<file path="src/core/acq_regs.svh">
// Register indices, field positions, reset values and timing counts
`ifndef ACQ_REGS_SVH
`define ACQ_REGS_SVH

`define ADDR_W 3
`define IDX_RES_LOW 3'h0
`define IDX_RES_HIGH 3'h1
`define IDX_CFG0 3'h2
`define IDX_CFG1 3'h3
`define IDX_CFG2 3'h4
`define IDX_CFG3 3'h5
`define IDX_CFG4 3'h6
`define IDX_CFG5 3'h7

`define CFG0_START_BIT 7
`define CFG0_NEL_MSB 6
`define CFG0_NEL_LSB 5
`define CFG0_OSR_MSB 4
`define CFG0_OSR_LSB 2
`define CFG0_CONT_BIT 1
`define CFG5_BUSY_BIT 7
`define CFG5_DEF_BIT 6

`define CFG0_RST 8'h28
`define CFG1_RST 8'hF0
`define CFG2_RST 8'hC0
`define CFG3_RST 8'h0C
`define CFG4_RST 8'h00
`define CFG5_RST 8'h00

`define CFG0_WMASK 8'h7E
`define CFG4_WMASK 8'h7F
`define CFG5_WMASK 8'h3F

`define CLK_FREQ_HZ 32'h05F5_E100
`define OSC_FREQ_HZ 32'h003D_0900
`define OSC_DIV (`CLK_FREQ_HZ / `OSC_FREQ_HZ)
`define FS_FAST_DIV 8'h08
`define OSR_BASE 11'h008
`define SCALE_BASE 4'hC

`endif

</file>
<file path="src/core/acq_pkg.sv">
// Types shared by the acquisition control modules
package acq_pkg;
	typedef enum logic [1:0] {
		SEQ_IDLE = 2'b01,
		SEQ_RUN = 2'b10
	} seq_state_t;
	typedef logic [7:0] reg_byte_t;
	typedef logic signed [15:0] result_t;
	typedef logic signed [14:0] accum_t;
endpackage : acq_pkg

</file>
<file path="src/core/conv_if.sv">
// Link between register bank and conversion sequencer
`timescale 1ns/1ns
`default_nettype none
interface conv_if;
	import acq_pkg::*;
	logic start;
	logic busy;
	logic done;
	result_t result;
	logic [1:0] nel;
	logic [2:0] osr;
	logic [1:0] fs;
	modport ctrl(output start, nel, osr, fs, input busy, done, result);
	modport seq(input start, nel, osr, fs, output busy, done, result);
endinterface : conv_if
`default_nettype wire

</file>
<file path="src/core/conv_sequencer.sv">
// Incremental conversion sequencer with chopping and result scaling
`timescale 1ns/1ns
`default_nettype none
`include "acq_regs.svh"
module conv_sequencer
	import acq_pkg::*;
#(
	parameter int OSC_DIV = `OSC_DIV
) (
	input wire logic i_clk,
	input wire logic i_rst_n,
	conv_if.seq cv,
	input wire logic i_mod_bit,
	output logic o_chop,
	output logic o_sample_tick
);
	seq_state_t state_ff;
	logic [5:0] osc_cnt_ff;
	logic [7:0] fs_cnt_ff;
	logic [9:0] samp_cnt_ff;
	logic [2:0] elem_cnt_ff;
	accum_t acc_ff;
	accum_t nxt_acc;
	logic chop_ff;
	logic [1:0] nel_ff;
	logic [2:0] osr_ff;
	logic [1:0] fs_ff;
	logic done_ff;
	result_t result_ff;
	logic osc_tick;
	logic fs_tick;

	function automatic logic [9:0] osr_last(input logic [2:0] osr);
		logic [10:0] n;
		n = `OSR_BASE << osr;
		return 10'(n - 11'h001);
	endfunction : osr_last

	function automatic logic [7:0] fs_last(input logic [1:0] fs);
		logic [7:0] n;
		n = `FS_FAST_DIV << (2'h3 - fs);
		return n - 8'h01;
	endfunction : fs_last

	// Full-scale code is half of the 16-bit span; top end saturates
	function automatic result_t scale_acc(input accum_t a,
		input logic [1:0] nel, input logic [2:0] osr);
		logic [3:0] sh;
		logic signed [17:0] w;
		sh = `SCALE_BASE - {2'h0, nel} - {1'h0, osr};
		w = 18'(a) <<< sh;
		if (w > 18'sh0_7FFF)
			return 16'sh7FFF;
		return w[15:0];
	endfunction : scale_acc

	// Oscillator-rate tick from the reference clock
	always_ff @(posedge i_clk or negedge i_rst_n) begin
		if (!i_rst_n)
			osc_cnt_ff <= 6'h00;
		else if (osc_cnt_ff == 6'(OSC_DIV - 1))
			osc_cnt_ff <= 6'h00;
		else
			osc_cnt_ff <= osc_cnt_ff + 6'h01;
	end
	assign osc_tick = (osc_cnt_ff == 6'(OSC_DIV - 1));
	assign fs_tick = osc_tick && (fs_cnt_ff == fs_last(fs_ff));

	always_ff @(posedge i_clk or negedge i_rst_n) begin
		if (!i_rst_n)
			fs_cnt_ff <= 8'h00;
		else if (cv.start || fs_tick)
			fs_cnt_ff <= 8'h00;
		else if (osc_tick)
			fs_cnt_ff <= fs_cnt_ff + 8'h01;
	end

	// Chopping flips the input sign, so the sample is flipped back here
	assign nxt_acc = (i_mod_bit ^ chop_ff) ? acc_ff + 15'sh0001
		: acc_ff - 15'sh0001;

	always_ff @(posedge i_clk or negedge i_rst_n) begin
		if (!i_rst_n) begin
			state_ff <= SEQ_IDLE;
			samp_cnt_ff <= 10'h000;
			elem_cnt_ff <= 3'h0;
			acc_ff <= 15'sh0000;
			chop_ff <= 1'b0;
			nel_ff <= 2'h0;
			osr_ff <= 3'h0;
			fs_ff <= 2'h3;
			done_ff <= 1'b0;
			result_ff <= 16'sh0000;
		end else begin
			done_ff <= 1'b0;
			case (state_ff)
			SEQ_IDLE, SEQ_RUN: begin
				if (cv.start) begin
					// A start while running restarts cleanly
					state_ff <= SEQ_RUN;
					samp_cnt_ff <= 10'h000;
					elem_cnt_ff <= 3'h0;
					acc_ff <= 15'sh0000;
					chop_ff <= 1'b0;
					nel_ff <= cv.nel;
					osr_ff <= cv.osr;
					fs_ff <= cv.fs;
				end else if (state_ff == SEQ_RUN && fs_tick) begin
					acc_ff <= nxt_acc;
					if (samp_cnt_ff != osr_last(osr_ff)) begin
						samp_cnt_ff <= samp_cnt_ff + 10'h001;
					end else if (elem_cnt_ff !=
						3'((4'h1 << nel_ff) - 4'h1)) begin
						samp_cnt_ff <= 10'h000;
						elem_cnt_ff <= elem_cnt_ff + 3'h1;
						chop_ff <= ~chop_ff;
					end else begin
						state_ff <= SEQ_IDLE;
						done_ff <= 1'b1;
						result_ff <= scale_acc(nxt_acc, nel_ff, osr_ff);
					end
				end
			end
			default: begin
				state_ff <= SEQ_IDLE;
			end
			endcase
		end
	end

	assign cv.busy = (state_ff == SEQ_RUN);
	assign cv.done = done_ff;
	assign cv.result = result_ff;
	assign o_chop = chop_ff;
	assign o_sample_tick = fs_tick && (state_ff == SEQ_RUN);
endmodule : conv_sequencer
`default_nettype wire

</file>
<file path="src/core/acquisition_chain_control.sv">
// Register bank and control for the acquisition chain
// What this block does
// - Modulator powered only when enable bit 0 set
// - Enable bits 1..3 power gain stages one..three
// - Disabled gain stage is bypassed through
// - Eight 8-bit registers: six config, two result
// - Read-only 16-bit result, low and high byte
// - Result coded in two's complement
// - Start bit runs one conversion, queued if busy
// - Start bit always reads zero
// - Resolution programmable from 3 to 13 bits
// - All chain timing from 4 MHz oscillator
// - Registers reached only through the control port
// - Offset control only on stages two and three
// - Single-ended mode ties one leg to common
// - Continuous bit restarts after each conversion
// - Busy bit high while a conversion runs
// - Defaults write reloads config and restarts now
// - Two-power elementary conversions, input chopped between
`timescale 1ns/1ns
`default_nettype none
`include "acq_regs.svh"
module acquisition_chain_control
	import acq_pkg::*;
#(
	parameter int OSC_DIV = `OSC_DIV
) (
	input wire logic I_REF_CLK,
	input wire logic I_ARST_N,
	input wire logic [2:0] I_REG_ADDR,
	input wire logic I_REG_WR,
	input wire logic [7:0] I_REG_WDATA,
	input wire logic I_REG_RD,
	output logic [7:0] O_REG_RDATA,
	input wire logic I_MOD_BIT,
	output logic O_MOD_EN,
	output logic [2:0] O_STAGE_EN,
	output logic [2:0] O_STAGE_BYPASS,
	output logic [1:0] O_MOD_BIAS,
	output logic [1:0] O_STAGE_BIAS,
	output logic [1:0] O_SAMPLE_FREQ,
	output logic O_COARSE_GAIN,
	output logic [1:0] O_MID_GAIN,
	output logic [3:0] O_MID_OFFSET,
	output logic [6:0] O_FINE_GAIN,
	output logic [6:0] O_FINE_OFFSET,
	output logic O_INPUT_SINGLE,
	output logic O_INPUT_CROSS,
	output logic [2:0] O_INPUT_CHAN,
	output logic O_NEG_LEG_COMMON,
	output logic O_REF_SEL,
	output logic O_CHOP,
	output logic O_SAMPLE_TICK,
	output logic O_BUSY
);
	conv_if cv();
	reg_byte_t cfg_ff [0:5];
	result_t result_ff;
	logic pending_ff;
	logic wr_cfg;
	logic [2:0] cfg_idx;
	logic start_wr;
	logic cont_rise;
	logic def_wr;
	logic issue;
	logic busy_any;
	reg_byte_t cfg0_src;
	reg_byte_t cfg2_src;
	integer i;

	function automatic reg_byte_t cfg_default(input logic [2:0] idx);
		case (idx)
		3'h0: return `CFG0_RST;
		3'h1: return `CFG1_RST;
		3'h2: return `CFG2_RST;
		3'h3: return `CFG3_RST;
		3'h4: return `CFG4_RST;
		3'h5: return `CFG5_RST;
		default: return 8'h00;
		endcase
	endfunction : cfg_default

	// Strobe-only and reserved bits never store
	function automatic reg_byte_t cfg_wmask(input logic [2:0] idx);
		case (idx)
		3'h0: return `CFG0_WMASK;
		3'h4: return `CFG4_WMASK;
		3'h5: return `CFG5_WMASK;
		default: return 8'hFF;
		endcase
	endfunction : cfg_wmask

	assign wr_cfg = I_REG_WR && (I_REG_ADDR >= `IDX_CFG0);
	assign cfg_idx = I_REG_ADDR - `IDX_CFG0;
	assign start_wr = I_REG_WR && (I_REG_ADDR == `IDX_CFG0)
		&& I_REG_WDATA[`CFG0_START_BIT];
	assign cont_rise = I_REG_WR && (I_REG_ADDR == `IDX_CFG0)
		&& I_REG_WDATA[`CFG0_CONT_BIT]
		&& !cfg_ff[0][`CFG0_CONT_BIT];
	assign def_wr = I_REG_WR && (I_REG_ADDR == `IDX_CFG5)
		&& I_REG_WDATA[`CFG5_DEF_BIT];

	// Configuration bank; a defaults write overrides the written data
	always_ff @(posedge I_REF_CLK or negedge I_ARST_N) begin
		if (!I_ARST_N) begin
			for (i = 0; i < 6; i = i + 1)
				cfg_ff[i] <= cfg_default(3'(i));
		end else if (def_wr) begin
			for (i = 0; i < 6; i = i + 1)
				cfg_ff[i] <= cfg_default(3'(i));
		end else if (wr_cfg) begin
			cfg_ff[cfg_idx] <= I_REG_WDATA & cfg_wmask(cfg_idx);
		end
	end

	// Queued request; a new request in the issue cycle is kept
	always_ff @(posedge I_REF_CLK or negedge I_ARST_N) begin
		if (!I_ARST_N)
			pending_ff <= 1'b0;
		else if (def_wr)
			pending_ff <= 1'b0;
		else if (start_wr || cont_rise ||
			(cv.done && cfg_ff[0][`CFG0_CONT_BIT]))
			pending_ff <= 1'b1;
		else if (issue)
			pending_ff <= 1'b0;
	end

	assign issue = def_wr || (pending_ff && !cv.busy);
	assign busy_any = cv.busy || pending_ff;
	assign cv.start = issue;
	// A defaults restart runs with the default settings, not the old ones
	assign cfg0_src = def_wr ? `CFG0_RST : cfg_ff[0];
	assign cfg2_src = def_wr ? `CFG2_RST : cfg_ff[2];
	assign cv.nel = cfg0_src[`CFG0_NEL_MSB:`CFG0_NEL_LSB];
	assign cv.osr = cfg0_src[`CFG0_OSR_MSB:`CFG0_OSR_LSB];
	assign cv.fs = cfg2_src[7:6];

	// Both bytes load in one edge from a finished conversion
	always_ff @(posedge I_REF_CLK or negedge I_ARST_N) begin
		if (!I_ARST_N)
			result_ff <= 16'sh0000;
		else if (cv.done)
			result_ff <= cv.result;
	end

	always_ff @(posedge I_REF_CLK or negedge I_ARST_N) begin
		if (!I_ARST_N) begin
			O_REG_RDATA <= 8'h00;
		end else if (I_REG_RD) begin
			case (I_REG_ADDR)
			`IDX_RES_LOW: O_REG_RDATA <= result_ff[7:0];
			`IDX_RES_HIGH: O_REG_RDATA <= result_ff[15:8];
			`IDX_CFG5: O_REG_RDATA <= {busy_any, cfg_ff[5][6:0]};
			default: O_REG_RDATA <= cfg_ff[cfg_idx];
			endcase
		end
	end

	conv_sequencer #(
		.OSC_DIV(OSC_DIV)
	) u_seq (
		.i_clk(I_REF_CLK),
		.i_rst_n(I_ARST_N),
		.cv(cv),
		.i_mod_bit(I_MOD_BIT),
		.o_chop(O_CHOP),
		.o_sample_tick(O_SAMPLE_TICK)
	);

	assign O_MOD_EN = cfg_ff[1][0];
	assign O_STAGE_EN = cfg_ff[1][3:1];
	assign O_STAGE_BYPASS = ~cfg_ff[1][3:1];
	assign O_MOD_BIAS = cfg_ff[1][7:6];
	assign O_STAGE_BIAS = cfg_ff[1][5:4];
	assign O_SAMPLE_FREQ = cfg_ff[2][7:6];
	assign O_COARSE_GAIN = cfg_ff[3][7];
	assign O_MID_GAIN = cfg_ff[2][5:4];
	assign O_MID_OFFSET = cfg_ff[2][3:0];
	assign O_FINE_GAIN = cfg_ff[3][6:0];
	assign O_FINE_OFFSET = cfg_ff[4][6:0];
	assign O_INPUT_SINGLE = cfg_ff[5][5];
	assign O_INPUT_CROSS = cfg_ff[5][4];
	assign O_INPUT_CHAN = cfg_ff[5][3:1];
	assign O_NEG_LEG_COMMON = cfg_ff[5][5];
	assign O_REF_SEL = cfg_ff[5][0];
	assign O_BUSY = busy_any;
endmodule : acquisition_chain_control
`default_nettype wire

</file>
<file path="config.mk">
export PLATFORM = sky130hd
export DESIGN_NAME = acquisition_chain_control
export DESIGN_NICKNAME = d
export VERILOG_FILES = /design/src/core/acq_pkg.sv /design/src/core/conv_if.sv /design/src/core/conv_sequencer.sv /design/src/core/acquisition_chain_control.sv
export VERILOG_INCLUDE_DIRS = /design/src /design/src/core
export SDC_FILE = /design/constraint.sdc
export NUM_CORES = 1
export LEC_CHECK = 0
export ABC_AREA = 1
export BUFFER_PORTS_ARGS = -buffer_cell sky130_fd_sc_hd__buf_2
export CAP_MARGIN = 20
export CORE_ASPECT_RATIO = 1.25
export CORE_MARGIN = 4
export CORE_UTILIZATION = 55
export DETAILED_ROUTE_END_ITERATION = 10
export HOLD_SLACK_MARGIN = 0.15
export PLACE_DENSITY_LB_ADDON = 0.1
export SLEW_MARGIN = 25
export SYNTH_ARGS = -nofsm -noshare
export SYNTH_HDL_FRONTEND = slang
export SYNTH_HIERARCHICAL = 1
export SYNTH_SLANG_ARGS = --single-unit
</file>
<file path="constraint.sdc">
create_clock -name I_REF_CLK -period 2.7 [get_ports I_REF_CLK]
set_input_delay 0 -clock I_REF_CLK [delete_from_list [all_inputs] [get_ports I_REF_CLK]]
set_output_delay 0 -clock I_REF_CLK [all_outputs]
set_load 0.005 [all_outputs]
</file>
---- Word level (Yosys, flattened, before mapping) ----
Index checks and enable logic that the tools add are counted.
storage, ports and cells
  bits of input ports ..................... 16
  bits in registers ....................... 142
  output and inout port bits .............. 52
cells by class
  equal/unequal tests ..................... 15
  shift-type cells ........................ 4
  multiplexer cells ....................... 53
  add/sub/neg operators ................... 13
  $lt $le $gt $ge ......................... 4
  reductions and logical operators ........ 34
  bitwise operators ....................... 8
operators by type and width
  kind                                                                     count
  48-bit 2-to-1 mux                                                        2
  8-bit 2-to-1 mux                                                         8
  48-bit bitwise mux                                                       1
  8-bit case mux with 3 select lines                                       2
  15-bit 2-to-1 mux                                                        3
  10-bit 2-to-1 mux                                                        4
  16-bit 2-to-1 mux                                                        2
  8-bit binary-select mux with 3-bit select                                1
  8-bit demux with 3-bit select                                            1
  18-bit by 16-bit > comparator with 1-bit output (second input constant)  1
  1-bit 2-to-1 mux                                                         18
  15-bit by 4-bit <<< shifter with 18-bit output                           1
  15-bit by 2-bit adder with 15-bit output (second input constant)         1
  15-bit by 2-bit subtractor with 15-bit output (second input constant)    1
  1-bit logical AND                                                        12
  3-bit 2-to-1 mux                                                         4
  10-bit by 1-bit adder with 10-bit output (second input constant)         1
  2-bit 2-to-1 mux                                                         5
  10-bit != test                                                           1
  4-bit by 3-bit << shifter with 10-bit output (first input constant)      1
  10-bit by 1-bit subtractor with 10-bit output (second input constant)    1
  3-bit equality test (second input constant)                              3
  3-bit by 2-bit != test with 1-bit output (second input constant)         3
  8-bit by 1-bit adder with 8-bit output (second input constant)           1
  38 further kinds                                                         53

---- Logic depth before layout (Yosys ltp) ----
Gate-level depths: netlist of run 1.
  depth in word-level cells ............... 11
  depth in mapped cells ................... 25
  depth with buffers taken out ............ 23

---- By module ----
The synthesis of run 1 kept the hierarchy.
by module, submodules not included
  module                     instances  area each (um^2)  cells an instance
  conv_sequencer             1          5162.5            769
  acquisition_chain_control  1          4047.6            534

---- Least setup slack after synthesis of run 1 ----
No wires, ideal clock.
  path type ............................... flip-flop to flip-flop
  from .................................... reg u_seq.state_ff[0]
  to ...................................... reg u_seq.elem_cnt_ff[2]
  path buffers ............................ 0
  arrival ................................. 2.513 ns
  path slack .............................. 0.064 ns
  library setup time ...................... 0.123 ns
  data required time ...................... 2.577 ns
  stages on the path, launching flop included .. 13
  clock period less this slack ............ 2.636 ns
  path through ............................ dfstp_2 > inv_1 > ha_1 > o21ai_0 > inv_1 > nor2_1 > inv_1 > nand2_1 > inv_1 > nor3_4 > nand2_1 > o21ai_0 > a21oi_1
on the way
  cells in the longest elaborated chain, start to end .. 6
  elaborated cells on any way between the ends .. 12
ends and longest elaborated chain
  item                                                                                             RTL line                          text
  from (decl)                                                                                      conv_sequencer.sv:17              seq_state_t state_ff;
  from (signal assigned)                                                                           conv_sequencer.sv:84              state_ff <= SEQ_IDLE;
  from (signal assigned)                                                                           conv_sequencer.sv:100             state_ff <= SEQ_RUN;
  from (signal assigned)                                                                           conv_sequencer.sv:118             state_ff <= SEQ_IDLE;
  2-bit equality test *                                                                            conv_sequencer.sv:131             assign cv.busy = (state_ff == SEQ_RUN);
  net cv.busy                                                                                      conv_if.sv:7                      logic busy;
  1-bit zero test *                                                                                acquisition_chain_control.sv:129  assign issue = def_wr || (pending_ff && !cv.busy);
  1-bit logical AND *                                                                              acquisition_chain_control.sv:129
  1-bit logical OR *                                                                               acquisition_chain_control.sv:129
  net cv.start                                                                                     conv_if.sv:6                      logic start;
  2-bit by 1-bit != test with 1-bit output (no source line) or 2-bit nonzero test (tied branches)  n/a
  4-bit AND reduction (no source line)                                                             n/a
  to (signal assigned)                                                                             conv_sequencer.sv:115             elem_cnt_ff <= elem_cnt_ff + 3'h1;
  to (decl)                                                                                        conv_sequencer.sv:21              logic [2:0] elem_cnt_ff;
Mark *: on every way through the listed nets, which the timed path passes. The rest lies on a longest branch.
A chain may end at the register's enable or synchronous reset.

---- Worst setup path after layout of run 1 ----
  from .................................... reg u_seq.chop_ff, in the netlist u_seq/o_chop
  to ...................................... reg u_seq.result_ff[8], in the netlist u_seq/cv.result[8]
on the way
  cells in the longest elaborated chain, start to end .. 11
ends and longest elaborated chain
  item                                              RTL line               text
  from (decl)                                       conv_sequencer.sv:24   logic chop_ff;
  from (signal assigned)                            conv_sequencer.sv:116  chop_ff <= ~chop_ff;
  1-bit XOR *                                       conv_sequencer.sv:79   assign nxt_acc = (i_mod_bit ^ chop_ff) ? acc_ff + 15'sh0001
  15-bit 2-to-1 mux *                               conv_sequencer.sv:79
  15-bit by 4-bit <<< shifter with 18-bit output *  conv_sequencer.sv:51   w = 18'(a) <<< sh;
  18-bit by 16-bit > comparator with 1-bit output   conv_sequencer.sv:52   if (w > 18'sh0_7FFF)
  1-bit 2-to-1 mux                                  conv_sequencer.sv:52
  1-bit 2-to-1 mux                                  conv_sequencer.sv:112  end else if (elem_cnt_ff !=
  1-bit 2-to-1 mux                                  conv_sequencer.sv:110  if (samp_cnt_ff != osr_last(osr_ff)) begin
  1-bit 2-to-1 mux                                  conv_sequencer.sv:108  end else if (state_ff == SEQ_RUN && fs_tick) begin
  1-bit 2-to-1 mux                                  conv_sequencer.sv:98   if (cv.start) begin
  1-bit 2-to-1 mux                                  conv_sequencer.sv:96   case (state_ff)
  16-bit 2-to-1 mux *                               conv_sequencer.sv:54   return w[15:0];
  to (signal assigned)                              conv_sequencer.sv:120  result_ff <= scale_acc(nxt_acc, nel_ff, osr_ff);
  to (decl)                                         conv_sequencer.sv:29   result_t result_ff;
Mark *: on every way between the ends. The rest lies on a longest branch, timed or not. The select of a mux whose other input is x is not followed.

==> results.txt, run 1 <==
worst endpoint required time - 3.06 ns
syn nets - 1335
antenna cells - 0
largest net degree at the start of global routing - 59
unrepaired setup endpoints after global routing - yes
max cap viols - 0
post-synth top area cell - dfrtp_1
H-tree depth - 4
most frequent cell on the critical path - nand3_1
vias in the first global route - 8545
Rel. slew slack - 50.1%
post-layout util - 69.5%
post-place setup slack - -0.0358 ns
fin. max-slew vios - 0
average size of a mapped cell - 7.07 sq um
status - finished, final reports clean
Worst Tran Pin Value - 0.749 ns
WP data arrival - 3.05 ns
CTS Buffer Depth - 2
cell with the most instances after synthesis - nand2_1
FMAX - 371 MHz
Synth top cells by count - nand2_1, nand3_1, inv_1, dfrtp_1, nor2_1
Worst Slack Setup Final - 0.00678 ns
Post-Syn Instances - 1303
CTS clk-pin slew, worst paths - 0.06 ns
Die Height - 153 um
Post-Route WL - 26.4 mm
post-synthesis sequential area ratio - 38.8%
die width - 124 um
IO Pins - 68
Yosys warnings - 6
CP endpoint kind - register
register area - 0.00357 sq mm
# clock sinks - 142
GRT Max-Usage Layer - met2
fin cells - 1645
Fin Clk Skew - 0.0127 ns
share of the synthesized area in the top cell type - 35.0%
CTS tree - done
Peak VDD IR - 0.000798 V
std cell rows - 52
die area - 0.0189 sq mm
grt ovf - 0
CTS buffer count - 17
initial antenna violation count - 0
Lkg Pwr - 5.76 nW
Routed Antenna Nets - 0
synthesized area - 0.00921 sq mm
Remaining DRCs - 0
post-route setup TNS - 0 ns
first-pass iteration count of the detailed router - 5
Primary FF master, synth - dfrtp_1
Critical path origin - u_seq/o_chop$_DFFE_PN0P_
path depth of the worst reg2reg path - 20
Fillers - 1341
Critical Path Max Stage Delay - 0.46 ns
starting density of the core - 56.4%
critical-path cell list - clkinv_4 -> nand2_8 -> nand2_8 -> buf_12 -> nand2_2 -> nand2_2 -> nor2_2 -> nand3_2 -> nand2_2 -> buf_4 -> nand2_4 -> nand3_2 -> nand3_1 -> nand3_1 -> nand3_1 -> nand3_1 -> nand2_1 -> inv_2 -> nand2_4 -> a21oi_2
Avg WL per Cell - 16.0 um
Placed Cells - 1583
met1 Use GR - 35.2%
worst r2r src - u_seq/o_chop$_DFFE_PN0P_
grt met2 use - 45.9%
CP Depth - 20
startpoint type of the worst setup path - register
CP delay by family, top - simple AND/OR/NAND/NOR gates
Hold Violations, Final - 0
HP Start - I_REG_ADDR[0]
PwrDens - 990 mW/mm^2
synth unique cells - 54
drt initial violations - 642
I/O Buffers - 67
first-pass GRT wire length - 41.7 mm
routability cong. - 0.978
global-route usage over all layers - 27.5%
CP Class - register to register
Critical Path Fanout Max - 7
Area growth syn-to-layout - 23.2%
Post-synth EDFFs - 0
routed vias/inst - 5.48
Multi-input gate area - 0.00523 sq mm
Synth async-reset ratio - 100%
WP buf/inv - 4
nets@finish - 1448
final setup vio count - 0
core area - 0.0163 sq mm
grt met3 use - 3.94%
slowest stage cell, crit path - dfrtp_2
CTS root buf - clkbuf_16
FF+latch count, synth - 142
Tmin final - 2.69 ns
top cells by area, synth - dfrtp_1, nand2_1, nand3_1
vias post-DR - 9020
share of post-route cells with drive strength above 1 - 25.8%
final worst-path cycle share - 99.7%
Clk Latency, worst-skew pair - 0.43 ns
hold depth - 6
Post-DP HPWL - 19.0 mm
Worst Hold Class - primary input to register
registers in the layout, indices dropped and copies added, names as in the netlist, 4 cells and up:
name,flops
u_seq/acc_ff,15
O_FINE_GAIN,7
u_seq/osc_cnt_ff,6
O_FINE_OFFSET,7
result_ff,16
u_seq/samp_cnt_ff,10
O_MID_OFFSET,4
O_REG_RDATA,8
u_seq/fs_cnt_ff,8
u_seq/cv.result,16
cfg_ff,11
final timing paths:
kind	end	slack [ns]
worst max register to register	u_seq/cv.result[8]$_DFFE_PN0P_	0.007
worst min register to register	O_FINE_GAIN[3]$_DFFE_PN1P_	0.48
worst max-delay path	u_seq/cv.result[8]$_DFFE_PN0P_	0.007
max in group asynchronous	cfg_ff[47]$_DFFE_PN0P_	0.76
min in group asynchronous	cfg_ff[40]$_DFFE_PN0P_	0.64
worst min-delay path	O_REG_RDATA[0]$_DFFE_PN0P_	0.23
kinds of logic (layout without fill, tap and decap cells):
logic type	count (synthesis)	count (layout)	synth area share (%)
AOI/OAI and AO/OA	177	177	11.4
xor gates and xnor gates	8	8	0.842
adders and majority gates	16	16	2.26
buffers and inverters	208	333	10.8
DFF	142	142	38.8
muxes	11	11	1.34
and+or+nand+nor	741	742	34.7
per-layer routing:
metal,wire (um),vias to the layer above,part of all wire [%]
met1,10900,4171,41
met3,1400,72,5.3
met2,13000,334,49
met5,0,-,0
met4,1030,0,3.9
li1,-,4443,-
power by group:
part           total [mW]  switching (mW)  internal [mW]
combinational        6.08            3.80           2.28
sequential           2.68           0.250           2.43
clock                2.47            1.05           1.42
total                11.2            5.10           6.13
through the flow:
stage	instance area, sq um	hold WS, ns	total power, mW
global route	11300	0.249	12.0
detailed placement	9880	0.0357	7.72
finish	11300	0.228	11.2
CTS	10700	0.210	10.4
floorplan	9210	-0.296	6.33
global placement	9880	0.0316	7.70
tightest hold or removal path, cell delays in order:
cell and delay [ns]:
buf_2 0.12, nand3_4 0.10, nand3_2 0.21, nor2_1 0.07
nand2_1 0.06, a21oi_1 0.05
timing repair:
action	CTS	global route
pin swaps	1	60
hold buffers	14	0
cloned	0	2
buffers inserted	1	13
setup endpoints to repair	15	25
gates resized for setup	9	134
hold endpoints to repair	185	0
cell type report:
class | count | share of cell area (%)
Sequential cell | 142 | 31.5
Inverter | 138 | 4.65
Tap cell | 216 | 2.38
Timing Repair Buffer | 163 | 10.1
Clock buffer | 18 | 3.87
Multi-Input combinational cell | 954 | 46.0
Clock inverter | 14 | 1.50
placed cells by master, fill, tap and decap left out, types with 14 or more instances in the layout:
cell type	count
nand2_1	352
inv_1	129
o21ai_1	17
a21oi_1	45
clkbuf_16	18
a21oi_2	19
o21ai_0	54
nor2_1	116
nor3_1	19
nand3_1	112
buf_4	78
buf_2	66
dfrtp_1	128
dlygate4sd3_1	14
nand3_2	31
nand2_2	48
Power figures use the tool's default switching activity.
==> inputs of run 2 (changes only) <==
--- a/config.mk
+++ b/config.mk
@@ -7,15 +7,14 @@
 export NUM_CORES = 1
 export LEC_CHECK = 0
 export ABC_AREA = 1
-export BUFFER_PORTS_ARGS = -buffer_cell sky130_fd_sc_hd__buf_2
 export CAP_MARGIN = 20
 export CORE_ASPECT_RATIO = 1.25
 export CORE_MARGIN = 4
-export CORE_UTILIZATION = 55
+export CORE_UTILIZATION = 59
 export DETAILED_ROUTE_END_ITERATION = 10
+export DONT_BUFFER_PORTS = 1
 export HOLD_SLACK_MARGIN = 0.15
 export PLACE_DENSITY_LB_ADDON = 0.1
-export SLEW_MARGIN = 25
 export SYNTH_ARGS = -nofsm -noshare
 export SYNTH_HDL_FRONTEND = slang
 export SYNTH_HIERARCHICAL = 1
==> run 2 against run 1 <==
  * The run now ends with negative hold slack, negative setup slack left
  * Global-route usage grew 1.9 points
  * First-iteration DRC count is 33% higher
  * Sequential power increased by 2%
  * Clock skew barely moved
  * Sequential share of layout area up 0.47 points
  * Non-clock buffer count is 55 lower
  * Register-to-register slack about the same
  * Cell area is 1.4% lower
  * Flip-flop and latch count unchanged
  * Largest power group unchanged
==> results.txt, run 2 (synthesized netlist as in run 1, its figures left out) <==
Tmin final - 2.71 ns (was 2.69 ns)
first-pass iteration count of the detailed router - 6 (was 5)
switching portion of total power - 45.9% (was 45.4%)
CTS buffer count - 17 (unchanged)
worst endpoint required time - 3.01 ns (was 3.06 ns)
starting density of the core - 60.8% (was 56.4%)
routability cong. - 1.00 (was 0.978)
Lkg Pwr - 5.49 nW (was 5.76 nW)
global-route usage over all layers - 29.4% (was 27.5%)
Die Height - 148 um (was 153 um)
Hold Violations, Final - 142 (was 0)
I/O Buffers - 0 (was 67)
routed vias/inst - 5.75 (was 5.48)
Remaining DRCs - 0 (unchanged)
largest net degree at the start of global routing - 143 (was 59)
die width - 120 um (was 124 um)
share of post-route cells with drive strength above 1 - 22.9% (was 25.8%)
vias in the first global route - 8572 (was 8545)
max cap viols - 0 (unchanged)
commonest non-fill, non-tap cell in the layout - nand2_1 (unchanged)
FMAX - 370 MHz (was 371 MHz)
WP data arrival - 3.01 ns (was 3.05 ns)
unrepaired setup endpoints after global routing - yes (unchanged)
post-place setup slack - -0.0456 ns (was -0.0358 ns)
failing checks - negative hold slack, negative setup slack
Psw - 5.08 mW (was 5.10 mW)
Worst Hold Class - primary input to asynchronous set/reset pin (was primary input to register)
Avg WL per Cell - 16.9 um (was 16.0 um)
Area growth syn-to-layout - 21.4% (was 23.2%)
# clock sinks - 142 (unchanged)
IO Pins - 68 (unchanged)
vias post-DR - 9097 (was 9020)
final setup vio count - 7 (was 0)
Post-DP HPWL - 18.2 mm (was 19.0 mm)
Routed Antenna Nets - 0 (unchanged)
nets@finish - 1393 (was 1448)
fin. max-slew vios - 0 (unchanged)
CTS root buf - clkbuf_16 (unchanged)
CTS tree - done (unchanged)
Pint - 5.98 mW (was 6.13 mW)
power share of the clock group - 20.3% (was 22.0%)
final hold slack - -0.735 ns (was 0.228 ns)
core area - 0.0151 sq mm (was 0.0163 sq mm)
Rel. slew slack - 40.2% (was 50.1%)
startpoint type of the worst setup path - register (unchanged)
sequential share of power - 24.7% (was 23.9%)
CTS clk-pin slew, worst paths - 0.06 ns (about the same)
initial antenna violation count - 0 (unchanged)
H-tree depth - 4 (unchanged)
status - finished with violations (was finished, final reports clean)
Worst Tran Pin Value - 0.894 ns (was 0.749 ns)
combinational share of power - 55.0% (was 54.1%)
flop2flop setup slack - -0.005 ns (was 0.007 ns)
first-pass GRT wire length - 41.9 mm (was 41.7 mm)
grt ovf - 0 (unchanged)
Peak VDD IR - 0.000787 V (was 0.000798 V)
final worst-path cycle share - 100% (was 99.7%)
die area - 0.0177 sq mm (was 0.0189 sq mm)
CP endpoint kind - register (unchanged)
Worst Slack Setup Final - -0.00538 ns (was 0.00678 ns)
Post-Route WL - 26.7 mm (was 26.4 mm)
CTS Buffer Depth - 2 (unchanged)
path depth of the worst reg2reg path - 18 (was 20)
Clk Latency, worst-skew pair - 0.43 ns (about the same)
CP Class - register to register (unchanged)
Fin Clk Skew - 0.0124 ns (was 0.0127 ns)
commonest cells after routing, fill and taps aside - nand2_1, dfrtp_1, inv_1 (was nand2_1, inv_1, dfrtp_1)
Tot Pwr - 11.1 mW (was 11.2 mW)
post-route setup TNS - -0.0303 ns (was 0 ns)
std cell rows - 50 (was 52)
antenna cells - 0 (unchanged)
drt initial violations - 857 (was 642)
PwrDens - 989 mW/mm^2 (was 990 mW/mm^2)
Critical Path Fanout Max - 7 (unchanged)
post-layout util - 73.9% (was 69.5%)
## run 2: cell count changes in the layout (fill, tap and decap cells not counted), sizes merged
cell	change
dlygate4sd3	+22
buf	-77
clkinv	+2
clkbuf	+2
inv	-6
clkinvlp	+3
bufinv	-1
## run 2: power groups by stage
stage | Clock, mW | Sequential [mW] | Combinational [mW]
3_5_place_dp | 0 | 2.75 | 4.58
4_1_cts | 2.28 | 2.72 | 4.90
6_report | 2.25 | 2.73 | 6.08
3_3_place_gp | 0 | 2.74 | 4.59
2_1_floorplan | 0 | 2.64 | 3.68
5_1_grt | 2.38 | 2.76 | 6.61
## run 2: metal layers
layer	vias up	part of all wire [%]	wire length [um]	global-route usage [%]
li1	4335	-	-	-
met3	104	6.4	1700	5.97
met5	-	0	0	0
met1	4266	40	10800	36.1
met4	0	4.6	1230	13.8
met2	392	49	13000	49.7
## run 2: worst paths after layout
kind	start	endpoint
max reg2reg	u_seq/o_chop$_DFFE_PN0P_	u_seq/cv.result[12]$_DFFE_PN0P_
min in group I_REF_CLK	I_REG_ADDR[1]	O_REG_RDATA[0]$_DFFE_PN0P_
max	u_seq/o_chop$_DFFE_PN0P_	u_seq/cv.result[12]$_DFFE_PN0P_
min reg2reg	u_seq/cv.result[15]$_DFFE_PN0P_	u_seq/cv.result[15]$_DFFE_PN0P_
max in group asynchronous	I_ARST_N	O_STAGE_BIAS[0]$_DFFE_PN1P_
min	I_ARST_N	O_MID_OFFSET[0]$_DFFE_PN0P_
## run 2: layout make-up
| class | count | area, sq um |
|---|---|---|
| Timing Repair Buffer | 108 | 942 |
| Multi-Input combinational cell | 954 | 5320 |
| Tap cell | 208 | 260 |
| Fill cell | 1205 | 3960 |
| Clock buffer | 20 | 447 |
| Clock inverter | 12 | 111 |
| Inverter | 138 | 533 |
| Sequential cell | 142 | 3570 |
## run 2: what timing repair did
| item | 4_1_cts | 5_1_grt |
|---|---|---|
| endpoints found under the setup margin | 15 | 31 |
| buffers inserted | 0 | 21 |
| gates resized for setup | 10 | 163 |
| endpoints found under the hold margin | 201 | 148 |
| pin swaps | 4 | 57 |
| hold buffers | 36 | 1 |
| gates cloned | 1 | 1 |
## run 2: critical path, cell delays in order (launching register included)
cell and delay [ns]:
dfrtp_2 0.46, clkinv_4 0.13, nand2_8 0.13, nand3_4 0.08, nand2_4 0.08, inv_2 0.05
ha_4 0.15, inv_2 0.06, nand2_4 0.08, xnor2_2 0.15, buf_4 0.15, o211ai_1 0.23
nand3_1 0.12, nand2_2 0.09, nor2_1 0.05, a21oi_2 0.17, nand2_2 0.15, nand2_4 0.17
a21oi_2 0.06
## run 2: through the flow
stage / instances / instance area (sq um)
CTS: 1560 / 10400
detailed placement: 1491 / 9390
finish: 1582 / 11200
global placement: 1491 / 9390
floorplan: 1303 / 9210
global route: 1582 / 11200
==> inputs of run 3 (changes only) <==
--- a/config.mk
+++ b/config.mk
@@ -15,6 +15,7 @@
 export DONT_BUFFER_PORTS = 1
 export HOLD_SLACK_MARGIN = 0.15
 export PLACE_DENSITY_LB_ADDON = 0.1
+export SETUP_SLACK_MARGIN = 0.05
 export SYNTH_ARGS = -nofsm -noshare
 export SYNTH_HDL_FRONTEND = slang
 export SYNTH_HIERARCHICAL = 1
==> run 3 against run 2 <==
  * The run still ends with negative hold slack, negative setup slack left
  * Worst hold slack gained 0.0010 ns
  * Sequential power is essentially flat
  * Highest routed layer unchanged
  * Clock skew shrank 0.00074 ns
  * Non-clock buffer count shrank 2
  * Die area is the same
  * Combinational power shrank 1%
==> results.txt, run 3 (synthesized netlist as in run 1, its figures left out) <==
first-pass iteration count of the detailed router - 6 (unchanged)
Worst Slack Setup Final - -0.0412 ns (was -0.00538 ns)
power share of the clock group - 20.4% (was 20.3%)
combinational share of power - 54.7% (was 55.0%)
global-route usage over all layers - 29.4% (about the same)
fin. max-slew vios - 0 (unchanged)
antenna cells - 0 (unchanged)
Die Height - 148 um (unchanged)
starting density of the core - 60.8% (unchanged)
Post-DP HPWL - 18.2 mm (unchanged)
Clk Latency, worst-skew pair - 0.42 ns (was 0.43 ns)
share of post-route cells with drive strength above 1 - 22.7% (was 22.9%)
std cell rows - 50 (unchanged)
commonest non-fill, non-tap cell in the layout - nand2_1 (unchanged)
final hold slack - -0.734 ns (was -0.735 ns)
first-pass GRT wire length - 42.0 mm (was 41.9 mm)
grt ovf - 0 (unchanged)
final worst-path cycle share - 102% (was 100%)
CP endpoint kind - register (unchanged)
CTS tree - done (unchanged)
Post-Route WL - 26.4 mm (was 26.7 mm)
largest net degree at the start of global routing - 143 (unchanged)
CTS Buffer Depth - 2 (unchanged)
die width - 120 um (unchanged)
Critical path origin - u_seq/o_chop$_DFFE_PN0P_ (unchanged)
flop2flop setup slack - -0.04 ns (was -0.005 ns)
nets@finish - 1391 (was 1393)
post-layout util - 73.8% (was 73.9%)
drt initial violations - 761 (was 857)
PwrDens - 984 mW/mm^2 (was 989 mW/mm^2)
switching portion of total power - 46.0% (was 45.9%)
worst endpoint required time - 3.05 ns (was 3.01 ns)
Remaining DRCs - 0 (unchanged)
max cap viols - 0 (unchanged)
Fillers - 1193 (was 1205)
vias in the first global route - 8590 (was 8572)
Routed Antenna Nets - 0 (unchanged)
CTS buffer count - 17 (unchanged)
worst r2r src - u_seq/o_chop$_DFFE_PN0P_ (unchanged)
Critical Path Max Stage Delay - 0.45 ns (was 0.46 ns)
Lkg Pwr - 5.49 nW (about the same)
design area - 0.0112 sq mm (about the same)
Placed Area - 0.00939 sq mm (unchanged)
Tmin final - 2.74 ns (was 2.71 ns)
unrepaired setup endpoints after global routing - yes (unchanged)
Psw - 5.05 mW (was 5.08 mW)
commonest cells after routing, fill and taps aside - nand2_1, inv_1, dfrtp_1 (was nand2_1, dfrtp_1, inv_1)
H-tree depth - 4 (unchanged)
FMAX - 365 MHz (was 370 MHz)
slowest stage cell, crit path - dfrtp_2 (unchanged)
Hold Violations, Final - 142 (unchanged)
WP data arrival - 3.09 ns (was 3.01 ns)
CTS clk-pin slew, worst paths - 0.06 ns (about the same)
vias post-DR - 9050 (was 9097)
initial antenna violation count - 0 (unchanged)
Critical Path Fanout Max - 7 (unchanged)
startpoint type of the worst setup path - register (unchanged)
Avg WL per Cell - 16.7 um (was 16.9 um)
Peak VDD IR - 0.000745 V (was 0.000787 V)
I/O Buffers - 0 (unchanged)
die area - 0.0177 sq mm (unchanged)
Pint - 5.93 mW (was 5.98 mW)
core area - 0.0151 sq mm (unchanged)
Area growth syn-to-layout - 21.3% (was 21.4%)
CP Class - register to register (unchanged)
CP delay by family, top - simple AND/OR/NAND/NOR gates (unchanged)
failing checks - negative hold slack, negative setup slack (unchanged)
WP buf/inv - 3 (was 4)
Rel. slew slack - 41.8% (was 40.2%)
sequential share of power - 24.8% (was 24.7%)
# clock sinks - 142 (unchanged)
routability cong. - 1.00 (unchanged)
Worst Tran Pin Value - 0.870 ns (was 0.894 ns)
Worst Hold Class - primary input to asynchronous set/reset pin (unchanged)
Fin Clk Skew - 0.0117 ns (was 0.0124 ns)
routed vias/inst - 5.73 (was 5.75)
CTS root buf - clkbuf_16 (unchanged)
IO Pins - 68 (unchanged)
critical-path cell list - clkinv_4 -> nand2_8 -> nand3_1 -> nand2_1 -> nand2_2 -> buf_4 -> inv_1 -> nand2_1 -> nor2_4 -> nand2_4 -> nand2_2 -> nand2_2 -> nand3_2 -> nand3_2 -> nand2_1 -> nand2_1 -> nor2_1 -> nor2_1 -> nand2_2 -> nand2_4 -> a21oi_2 (was clkinv_4 -> nand2_8 -> nand3_4 -> nand2_4 -> inv_2 -> ha_4 -> inv_2 -> nand2_4 -> xnor2_2 -> buf_4 -> o211ai_1 -> nand3_1 -> nand2_2 -> nor2_1 -> a21oi_2 -> nand2_2 -> nand2_4 -> a21oi_2)
final setup vio count - 15 (was 7)
status - finished with violations (unchanged)
-- run 3: cell types whose count changed in the layout (fill, tap and decap cells not counted), moves of 2 or more --
cell and change:
a21oi_2 +2, clkinvlp_4 -2, nor2_2 -2, a21oi_1 -2, buf_4 -2, nand3_4 -2, nand3_2 +2
-- run 3: power groups by stage --
| stage | logic [mW] | registers [mW] | clock network (mW) |
|---|---|---|---|
| after global routing | 6.54 | 2.76 | 2.38 |
| after CTS | 4.98 | 2.72 | 2.28 |
| after global placement | 4.59 | 2.74 | 0 |
| after floorplan | 3.68 | 2.64 | 0 |
| final | 6.01 | 2.73 | 2.24 |
| after detailed placement | 4.58 | 2.75 | 0 |
-- run 3: cell type report --
cell class                 instances  area, sq um  area share (%)
tap                              208          260            2.33
clock buffer                      20          447            4.00
sequential                       142         3570            32.0
clock inverter                    12          111           0.997
multi-input combinational        954         5320            47.7
timing repair buffer             106          927            8.30
inverter                         138          527            4.72
-- run 3: worst reg2reg max path: stages, from the launching register on --
cell	delay (ns)
dfrtp_2	0.45
clkinv_4	0.13
nand2_8	0.12
nand3_1	0.07
nand2_1	0.22
nand2_2	0.13
buf_4	0.15
inv_1	0.04
nand2_1	0.08
nor2_4	0.11
nand2_4	0.06
nand2_2	0.05
nand2_2	0.08
nand3_2	0.09
nand3_2	0.07
nand2_1	0.07
nand2_1	0.05
nor2_1	0.18
nor2_1	0.09
nand2_2	0.15
nand2_4	0.13
a21oi_2	0.14
-- run 3: per-stage QoR --
step                hold slack, ns  cells  setup TNS [ns]  power, mW  setup slack, ns
global route                -0.755   1580           -2.11       11.7           -0.176
global placement            -0.292   1491          -0.141       7.33          -0.0261
floorplan                   -0.296   1303               0       6.33           0.0638
CTS                         -0.744   1561               0       9.98           0.0505
detailed placement          -0.292   1491          -0.272       7.33          -0.0456
finish                      -0.734   1580          -0.254       11.0          -0.0412
-- run 3: path summary, 6_finish.rpt --
kind,cells after the start,to
min reg2reg,2,u_seq/state_ff[1]$_DFFE_PN0P_
min,0,O_FINE_GAIN[4]$_DFFE_PN0P_
min in group I_REF_CLK,6,O_REG_RDATA[0]$_DFFE_PN0P_
max in group asynchronous,0,O_STAGE_BIAS[0]$_DFFE_PN1P_
max reg2reg,21,u_seq/cv.result[9]$_DFFE_PN0P_
max,21,u_seq/cv.result[9]$_DFFE_PN0P_
-- run 3: metal layers --
metal  share of wire, %  routed length, um  track usage [%]  vias to the layer above
li1                   -                  -                -                     4324
met1                 40              10700             36.1                     4253
met2                 49              12900             49.8                      372
met3                6.2               1640             5.97                      101
met4                4.5               1200             13.8                        0
met5                  0                  0                0                        -
-- run 3: what timing repair did --
action	CTS	global route
endpoints found under the setup margin	16	31
cloned	1	1
pin swaps	7	62
hold endpoints to repair	201	148
gates resized for setup	22	152
setup buffers	1	18
hold buffers	36	1
